--- src/rtl/uart_status_monitor_defines.svh ---
`ifndef UART_STATUS_MONITOR_DEFINES_SVH
`define UART_STATUS_MONITOR_DEFINES_SVH
`define OFS_LINE_STATE_FLAGS  9'h185
`define OFS_MODEM_LINE_STATE  9'h186
`define OFS_SCRATCH_BYTE      9'h187
`define OFS_ACTIVITY_MONITOR  9'h18b
`define LSR_DR_BIT            0
`define LSR_OE_BIT            1
`define LSR_PE_BIT            2
`define MSR_CLEAR_TO_SEND_CHANGE_FLAG_BIT          0
`define MSR_SET_READY_CHANGE_FLAG_BIT          1
`define MSR_RING_TRAILING_EDGE_FLAG_BIT          2
`define MSR_CARRIER_CHANGE_FLAG_BIT          3
`define MON_CLEAR_MASK        8'h1f
`define MSR_IDLE_INPUTS       4'hb
`define MON_RESET_VALUE       8'h00
`define SCRATCH_RESET_VALUE   8'h00
`endif

--- src/rtl/uart_status_monitor_pkg.sv ---
package uart_status_monitor_pkg;
    // Modem control bits that feed loopback
    typedef struct packed {
        logic loop_en;
        logic aux_output_two;
        logic aux_output_one;
        logic rts;
        logic dtr;
    } modem_ctrl_s;
    // Raw modem inputs, as seen on the pins
    typedef struct packed {
        logic dcd;
        logic ri;
        logic dsr;
        logic cts;
    } modem_in_s;
    // Host side UART activity events, one-cycle pulses
    typedef struct packed {
        logic rx_char_done;
        logic rx_parity_bad;
        logic rx_buf_read;
        logic divisor_write;
        logic line_ctrl_write;
        logic modem_ctrl_write;
        logic tx_char_write;
    } host_evt_s;
    // Whole module state
    typedef struct packed {
        logic [2:0] line_flags;
        logic [3:0] delta_flags;
        logic [3:0] prev_in;
        logic       dcd_wr;
        logic       ring_latch_bit;
        logic [7:0] scratch;
        logic [7:0] monitor;
        logic [7:0] rdata;
    } state_s;
endpackage

--- src/rtl/uart_status_monitor.sv ---
// Decided for this implementation: the address-and-strobe port.
`timescale 1ns/1ps
`default_nettype none
`include "uart_status_monitor_defines.svh"
module uart_status_monitor #(
    parameter bit ROMLESS = 1'b1
) (
    // Clock and reset
    input  wire logic                                ref_clk,
    input  wire logic                                nrst,
    // Register port
    input  wire logic [8:0]                          addr,
    input  wire logic [7:0]                          wdata,
    input  wire logic                                wr_stb,
    input  wire logic                                rd_stb,
    output logic      [7:0]                          rdata,
    // Modem lines and control
    input  wire uart_status_monitor_pkg::modem_in_s  modem_in,
    input  wire uart_status_monitor_pkg::modem_ctrl_s modem_ctrl,
    input  wire logic                                parallel_mode,
    input  wire logic                                break_control_bit,
    input  wire logic                                rx_pin_sample,
    // Host side activity
    input  wire uart_status_monitor_pkg::host_evt_s  host_evt,
    // Outputs to the UART core
    output logic                                     modem_status_irq,
    output logic                                     rxtx_reset,
    output logic                                     command_modem_select,
    output logic                                     echo_enable
);
    uart_status_monitor_pkg::state_s st_reg;
    uart_status_monitor_pkg::state_s st_next;
    logic [7:0] msr_view;
    logic [3:0] cur_in;
    logic       rd_lsr;
    logic       rd_msr;
    logic       rd_mon;
    logic       rd_buf_ready;
    // Idle pins read as inverted levels, ring as is, so the edge memory starts there
    localparam uart_status_monitor_pkg::state_s ST_RESET = '{prev_in: `MSR_IDLE_INPUTS,
                                                             default: '0};

    // Inverted inputs, ring kept as is; loopback swaps in modem control bits
    always_comb begin
        if (modem_ctrl.loop_en) begin
            cur_in = {modem_ctrl.aux_output_two, modem_ctrl.aux_output_one,
                      modem_ctrl.dtr, modem_ctrl.rts};
        end else begin
            cur_in = {~modem_in.dcd, modem_in.ri, ~modem_in.dsr, ~modem_in.cts};
        end
    end

    // Status view of the modem line register
    always_comb begin
        msr_view      = {cur_in, st_reg.delta_flags};
        if (!modem_ctrl.loop_en && parallel_mode) begin
            msr_view[7] = st_reg.dcd_wr;
        end
        if (!modem_ctrl.loop_en && ROMLESS) begin
            msr_view[6] = st_reg.ring_latch_bit;
        end
    end

    assign rd_lsr       = rd_stb && (addr == `OFS_LINE_STATE_FLAGS);
    assign rd_msr       = rd_stb && (addr == `OFS_MODEM_LINE_STATE);
    assign rd_mon       = rd_stb && (addr == `OFS_ACTIVITY_MONITOR);
    assign rd_buf_ready = host_evt.rx_buf_read;

    // Next state: clears first, then sets so events are never lost
    always_comb begin
        st_next = st_reg;
        st_next.prev_in = cur_in;
        st_next.rdata   = 8'h00;
        // Reads return data and clear flags
        if (rd_stb) begin
            case (addr)
                `OFS_LINE_STATE_FLAGS: st_next.rdata = {5'h00, st_reg.line_flags};
                `OFS_MODEM_LINE_STATE: st_next.rdata = msr_view;
                `OFS_SCRATCH_BYTE:     st_next.rdata = st_reg.scratch;
                `OFS_ACTIVITY_MONITOR: st_next.rdata = {st_reg.monitor[7:6], rx_pin_sample,
                                                        st_reg.monitor[4:0]};
                default:               st_next.rdata = 8'h00;
            endcase
        end
        if (rd_lsr) begin
            st_next.line_flags[`LSR_PE_BIT] = 1'b0;
            st_next.line_flags[`LSR_OE_BIT] = 1'b0;
        end
        if (rd_buf_ready) begin
            st_next.line_flags[`LSR_DR_BIT] = 1'b0;
        end
        if (rd_msr) begin
            st_next.delta_flags = 4'h0;
        end
        if (rd_mon) begin
            st_next.monitor = st_reg.monitor & ~`MON_CLEAR_MASK;
        end
        // Software writes
        if (wr_stb) begin
            case (addr)
                `OFS_SCRATCH_BYTE: st_next.scratch = wdata;
                `OFS_MODEM_LINE_STATE: begin
                    st_next.dcd_wr         = wdata[7];
                    st_next.ring_latch_bit = wdata[6];
                    st_next.delta_flags[`MSR_RING_TRAILING_EDGE_FLAG_BIT] = wdata[`MSR_RING_TRAILING_EDGE_FLAG_BIT];
                end
                `OFS_ACTIVITY_MONITOR: begin
                    st_next.monitor[7:6] = wdata[7:6];
                end
                default: ;
            endcase
        end
        // Hardware sets, winning over any clear above
        if (host_evt.rx_parity_bad) begin
            st_next.line_flags[`LSR_PE_BIT] = 1'b1;
        end
        if (host_evt.rx_char_done) begin
            if (st_reg.line_flags[`LSR_DR_BIT] && !rd_buf_ready) begin
                st_next.line_flags[`LSR_OE_BIT] = 1'b1;
            end
            st_next.line_flags[`LSR_DR_BIT] = 1'b1;
        end
        if (cur_in[3] != st_reg.prev_in[3]) st_next.delta_flags[`MSR_CARRIER_CHANGE_FLAG_BIT] = 1'b1;
        if (cur_in[1] != st_reg.prev_in[1]) st_next.delta_flags[`MSR_SET_READY_CHANGE_FLAG_BIT] = 1'b1;
        if (cur_in[0] != st_reg.prev_in[0]) st_next.delta_flags[`MSR_CLEAR_TO_SEND_CHANGE_FLAG_BIT] = 1'b1;
        if (cur_in[2] && !st_reg.prev_in[2]) st_next.delta_flags[`MSR_RING_TRAILING_EDGE_FLAG_BIT] = 1'b1;
        if (host_evt.divisor_write)    st_next.monitor[4] = 1'b1;
        if (host_evt.line_ctrl_write)  st_next.monitor[3] = 1'b1;
        if (host_evt.tx_char_write)    st_next.monitor[2] = 1'b1;
        if (host_evt.rx_buf_read)      st_next.monitor[1] = 1'b1;
        if (host_evt.modem_ctrl_write) st_next.monitor[0] = 1'b1;
    end

    // State register; prev inputs reset to idle so no spurious change flags
    always_ff @(posedge ref_clk or negedge nrst) begin
        if (!nrst) begin
            st_reg <= ST_RESET;
        end else begin
            st_reg <= st_next;
        end
    end

    assign rdata                = st_reg.rdata;
    assign modem_status_irq     = |st_reg.delta_flags;
    assign rxtx_reset           = st_reg.monitor[7];
    assign command_modem_select = st_reg.monitor[6];
    assign echo_enable          = st_reg.monitor[6] & break_control_bit;
endmodule
`default_nettype wire

--- config.mk ---
export PLATFORM = sky130hd
export DESIGN_NAME = uart_status_monitor
export DESIGN_NICKNAME = d
export VERILOG_FILES = /design/src/rtl/uart_status_monitor_pkg.sv /design/src/rtl/uart_status_monitor.sv
export VERILOG_INCLUDE_DIRS = /design/src /design/src/rtl
export SDC_FILE = /design/constraint.sdc
export NUM_CORES = 1
export LEC_CHECK = 0
export BUFFER_PORTS_ARGS = -buffer_cell sky130_fd_sc_hd__buf_2
export CAP_MARGIN = 20
export CORE_UTILIZATION = 31
export CTS_CLUSTER_DIAMETER = 80
export DETAILED_ROUTE_END_ITERATION = 12
export SLEW_MARGIN = 40
export SYNTH_ARGS = -nofsm -noshare
export SYNTH_HDL_FRONTEND = slang
export SYNTH_SLANG_ARGS = --single-unit
--- constraint.sdc ---
create_clock -name ref_clk -period 1.2 [get_ports ref_clk]
set_input_delay 0.24 -clock ref_clk [delete_from_list [all_inputs] [get_ports ref_clk]]
set_output_delay 0.24 -clock ref_clk [all_outputs]
set_load 0.05 [all_outputs]
== Word-level counts from Yosys, hierarchy flattened ==
Cells that the tools add are included.

* Register bits: 36
* Input bits: 40

* Reductions and logical operators: 22
* Bitwise logic cells: 4
* Multiplexer cells: 25
* Equality and inequality tests: 7

{| class="wikitable"
|+ Operators with widths
! cell !! number
|-
| 9-bit equality test, second input constant || 4
|-
| 8-bit case mux with 4 select lines || 1
|-
| 2-bit nonzero test || 10
|-
| 1-bit two-way mux || 16
|-
| 2-bit two-way mux || 4
|-
| 4-bit two-way mux || 2
|-
| 8-bit two-way mux || 1
|-
| 1-bit logical AND || 6
|-
| 5-bit two-way mux || 1
|-
| 2-bit AND reduction || 2
|-
| 4-bit OR reduction || 1
|-
| 1-bit logical NOT || 3
|-
| 1-bit != test || 3
|-
| 1-bit NOT || 3
|-
| 1-bit bitwise AND || 1
|}

== Longest topological paths before layout ==
* Depth in word-level cells: 6
* Mapped depth: 5
* Gate-level depth less buffers: 4

== Worst setup path before layout ==
No wires, ideal clock.

* Path type: reg-to-output
* From: register st_reg (netlist bit msr_view[3])
* To: output modem_status_irq
* Path slack: -0.178 ns
* Required time: 0.960 ns
* Stages on the path, launching flop included: 2
* Arrival: 1.138 ns
* Cell sequence: dfrtp_1 > or4_1

* Word-level cells in the longest chain between the ends: 1

{| class="wikitable"
|+ Ends and longest elaborated chain
! element !! line !! text
|-
| from (decl) || uart_status_monitor.sv:31 || <nowiki>uart_status_monitor_pkg::state_s st_reg;</nowiki>
|-
| from (signal assigned) || uart_status_monitor.sv:139 || <nowiki>st_reg <= st_next;</nowiki>
|-
| 4-bit OR reduction || uart_status_monitor.sv:144 || <nowiki>assign modem_status_irq = |st_reg.delta_flags;</nowiki>
|-
| to (decl) || uart_status_monitor.sv:26 || <nowiki>output logic modem_status_irq,</nowiki>
|}

Every way passes these cells.

== Worst setup path in the final report ==
Same ends and word-level chain as after synthesis.

==> flow_metrics.env <==
export IMPL_cp_max_fo=2
export IMPL_final_util_pct=46.1
export IMPL_synth_top_cells_by_area="dfrtp_1 47%, mux2_2 9.0%, a21o_1 4.7%"
export IMPL_synth_nets=188
export IMPL_p_sw_uw=570
export IMPL_synthSimpleGateAreaFrac_pct=15.2
export IMPL_area_growth_pct=39.1
export IMPL_drt_pre_antenna_iters=4
export IMPL_cts_made_buffers=5
export IMPL_worst_slack_ns=-0.434
export IMPL_p_per_area_nw_per_um2=1000
export IMPL_drt_total_wl_um=4040
export IMPL_ys_flop_type="dfrtp_1"
export IMPL_ys_warnings_count=0
export IMPL_dp_slack_ns=-0.407
export IMPL_clock_skew_ns=0.00982
export IMPL_wl_met1_um=1920
export IMPL_drc=0
export IMPL_cts_buffer_depth=2
export IMPL_synth_distinct_cells=38
export IMPL_finalSetupViolCount=13
export IMPL_grt_pass1_vias=1406
export IMPL_fin_area_sq_um=2430
export IMPL_crit_arrival_ns=1.39
export IMPL_p_clk_share_pct=35.8
export IMPL_netSwitchingFraction_pct=23.4
export IMPL_synth_top_area_cell="dfrtp_1"
export IMPL_rows=26
export IMPL_leakagePower_nw=1.14
export IMPL_p_int_mw=1.86
export IMPL_drive_above_1_share_pct=55.0
export IMPL_dp_cells=277
export IMPL_largest_reg_flops=22
export IMPL_die_area_sq_um=5940
export IMPL_synthArstFlopShare_pct=100
export IMPL_synthXorXnorAreaFrac_pct=1.50
export IMPL_worst_pin_slew_ns=0.379
export IMPL_end_kind="output pin"
export IMPL_finalHoldViolCount=0
export IMPL_worst_ep_required_time_ns=0.96
export IMPL_cts_root_buf="clkbuf_8"
export IMPL_regToRegStartpoint="st_reg[36]"
export IMPL_synth_edf_count=0
export IMPL_routed_via_count=1353
export IMPL_chipHeight_um=77.1
export IMPL_wl_met2_um=1890
export IMPL_fillers=514
export IMPL_coreArea_sq_um=5270
export IMPL_p_comb_share_pct=12.7
export IMPL_track_usage_pct=15.0
export IMPL_io_pins=52
export IMPL_final_max_slew_viol_count=0
export IMPL_hold_path_class="in -> reg"
export IMPL_die_x_um=77.1
export IMPL_path_clk_slew_ns=0.07
export IMPL_clock_fmax_ghz=0.612
export IMPL_h_tree_depth=2
export IMPL_ys_seq_area_share_pct=51.8
export IMPL_routed_top_layer="met4"
export IMPL_avgSynthCellArea_sq_um=11.8
export IMPL_synth_top_family_by_area="simple AND/OR/NAND/NOR gates"
export IMPL_post_route_period_util_pct=136
export IMPL_grt_first_pass_wirelength_um=6810
export IMPL_timing_rr_end="rdata[2]"
export IMPL_cp_start_kind="flop"
export IMPL_cts_tree="yes"
export IMPL_placed_area_sq_um=2180
export IMPL_worstSetupPathType="reg -> out"
export IMPL_synthMostInstantiatedCell="dfrtp_1"
export IMPL_antenna_found_initial=0
export IMPL_yosys_mux_area_fraction_pct=11.3
export IMPL_io_buffers=51
export IMPL_n_antenna_cell=0
export IMPL_slew_headroom_pct=74.5
export IMPL_timing_hold_ws_ns=0.133
export IMPL_ys_top_cells_by_count="33 x dfrtp_1, 14 x mux2_2, 11 x a21o_1"
export IMPL_grt_setup_unrepaired="yes"
export IMPL_drt_initial_drc_count=92
export IMPL_clock_sinks=36
export IMPL_ys_ff_latch=36
export IMPL_fin_nets=259
export IMPL_fin_crit_ns=1.63
export IMPL_dp_hpwl_um=3150
export IMPL_yosys_area_share_adder_pct=0
export IMPL_gp_congestion=0.811
export IMPL_wire_per_inst_um=13.9
export IMPL_min_delay_start="host_evt[3]"
export IMPL_dr_wl_met3_um=165
export IMPL_whs_path_depth=2
export IMPL_start_util_pct=33.1
export IMPL_grt_max_degree=15
export IMPL_synth_top_cell_area_share_pct=47.3
export IMPL_outcome="complete, but fails checks"
export IMPL_grt_ovfl_total=0
export IMPL_min_to="st_reg[12]"
export IMPL_synth_area_sq_um=1750
export IMPL_power_share_sequential_pct=51.6
export IMPL_viasPerCell=4.67
export IMPL_failed_checks="negative setup slack"
export IMPL_maxCapViolations=0
export IMPL_r2r_slack_ns=0.02
export IMPL_ir_worst_vdd_mv=0.451
export IMPL_finalNonFillerCells=290
export IMPL_synth_compound_area_share_pct=14.3
export IMPL_worstRegToRegCells=4
export IMPL_synth_cells=148
export IMPL_antenna_left=0
export IMPL_clock_latency_ns=0.28
export IMPL_startpoint="msr_view[3]"
worst max-delay path by stage:
stage	endpoint	cells past startpoint
4_1_cts	modem_status_irq	2
3_5_place_dp	st_reg[20]	5
2_1_floorplan	st_reg[16]	4
6_report	modem_status_irq	2
5_1_grt	modem_status_irq	2
3_3_place_gp	st_reg[21]	5
timing repair:
item	4_1_cts	5_1_grt
setup endpoints to repair	21	31
pin swaps	5	11
setup buffers	3	1
endpoints found under the hold margin	11	0
cloned	0	0
resized for setup	21	11
hold buffers	1	0
layout by cell type (no fill, tap or decap), drive strengths merged, types with 2 or more instances in the layout:
| cell type | netlist | final |
|---|---|---|
| nor2b | 6 | 6 |
| or4 | 2 | 2 |
| a32oi | 3 | 3 |
| o31ai | 2 | 2 |
| dfstp | 3 | 3 |
| a22oi | 4 | 4 |
| clkbuf | 2 | 8 |
| a21o | 11 | 11 |
| mux2 | 16 | 16 |
| buf | 11 | 74 |
| nand3 | 2 | 2 |
| and2b | 2 | 2 |
| dfrtp | 33 | 33 |
| nand2 | 10 | 10 |
| inv | 3 | 3 |
| clkinv | 0 | 2 |
| a22o | 4 | 4 |
| xor2 | 3 | 3 |
| and3 | 5 | 5 |
| o21ai | 3 | 3 |
| a21oi | 2 | 2 |
| nor2 | 11 | 11 |
area by class of cell:
type                       instances  area, sq um  share of cell area (%)
sequential                        36          906                    37.3
multi-input combinational         96          817                    33.6
timing repair buffer              77          515                    21.2
tap                               70         87.6                    3.60
clock buffer                       6         82.6                    3.40
inverter                           3         11.3                   0.463
clock inverter                     2         10.0                   0.412
power groups by stage:
| stage | Sequential, mW | Clock [mW] | Combinational (mW) |
|---|---|---|---|
| after detailed placement | 1.28 | 0 | 0.285 |
| final | 1.26 | 0.870 | 0.308 |
| after floorplan | 1.28 | 0 | 0.107 |
| after global placement | 1.28 | 0 | 0.282 |
| after global routing | 1.26 | 0.944 | 0.341 |
| after CTS | 1.26 | 0.887 | 0.305 |
kinds of logic (layout without fill, tap and decap cells):
group                  Yosys count  count (layout)
AND/OR/NAND/NOR                 43              43
flip-flops                      36              36
multiplexers                    17              17
AO/OA/AOI/OAI                   33              33
XOR/XNOR                         3               3
buffers and inverters           16              88
per-stage QoR:
| stage | setup TNS [ns] | power [mW] |
|---|---|---|
| after floorplan | -2.06 | 1.39 |
| after global placement | -9.24 | 1.56 |
| after detailed placement | -9.58 | 1.56 |
| after CTS | -0.808 | 2.45 |
| after global routing | -1.45 | 2.54 |
| final | -0.739 | 2.43 |
routing by layer:
metal	GRT usage, %	vias up
li1	-	661
met1	20.2	649
met2	23.6	36
met3	3.10	7
met4	5.66	0
met5	0	-
worst max-delay path, cell delays in order, from the launching register on:
cell and delay (ns):
dfrtp_1 0.39, or4_4 0.55, buf_6 0.17
No activity file was read; power rests on OpenSTA's default activity.
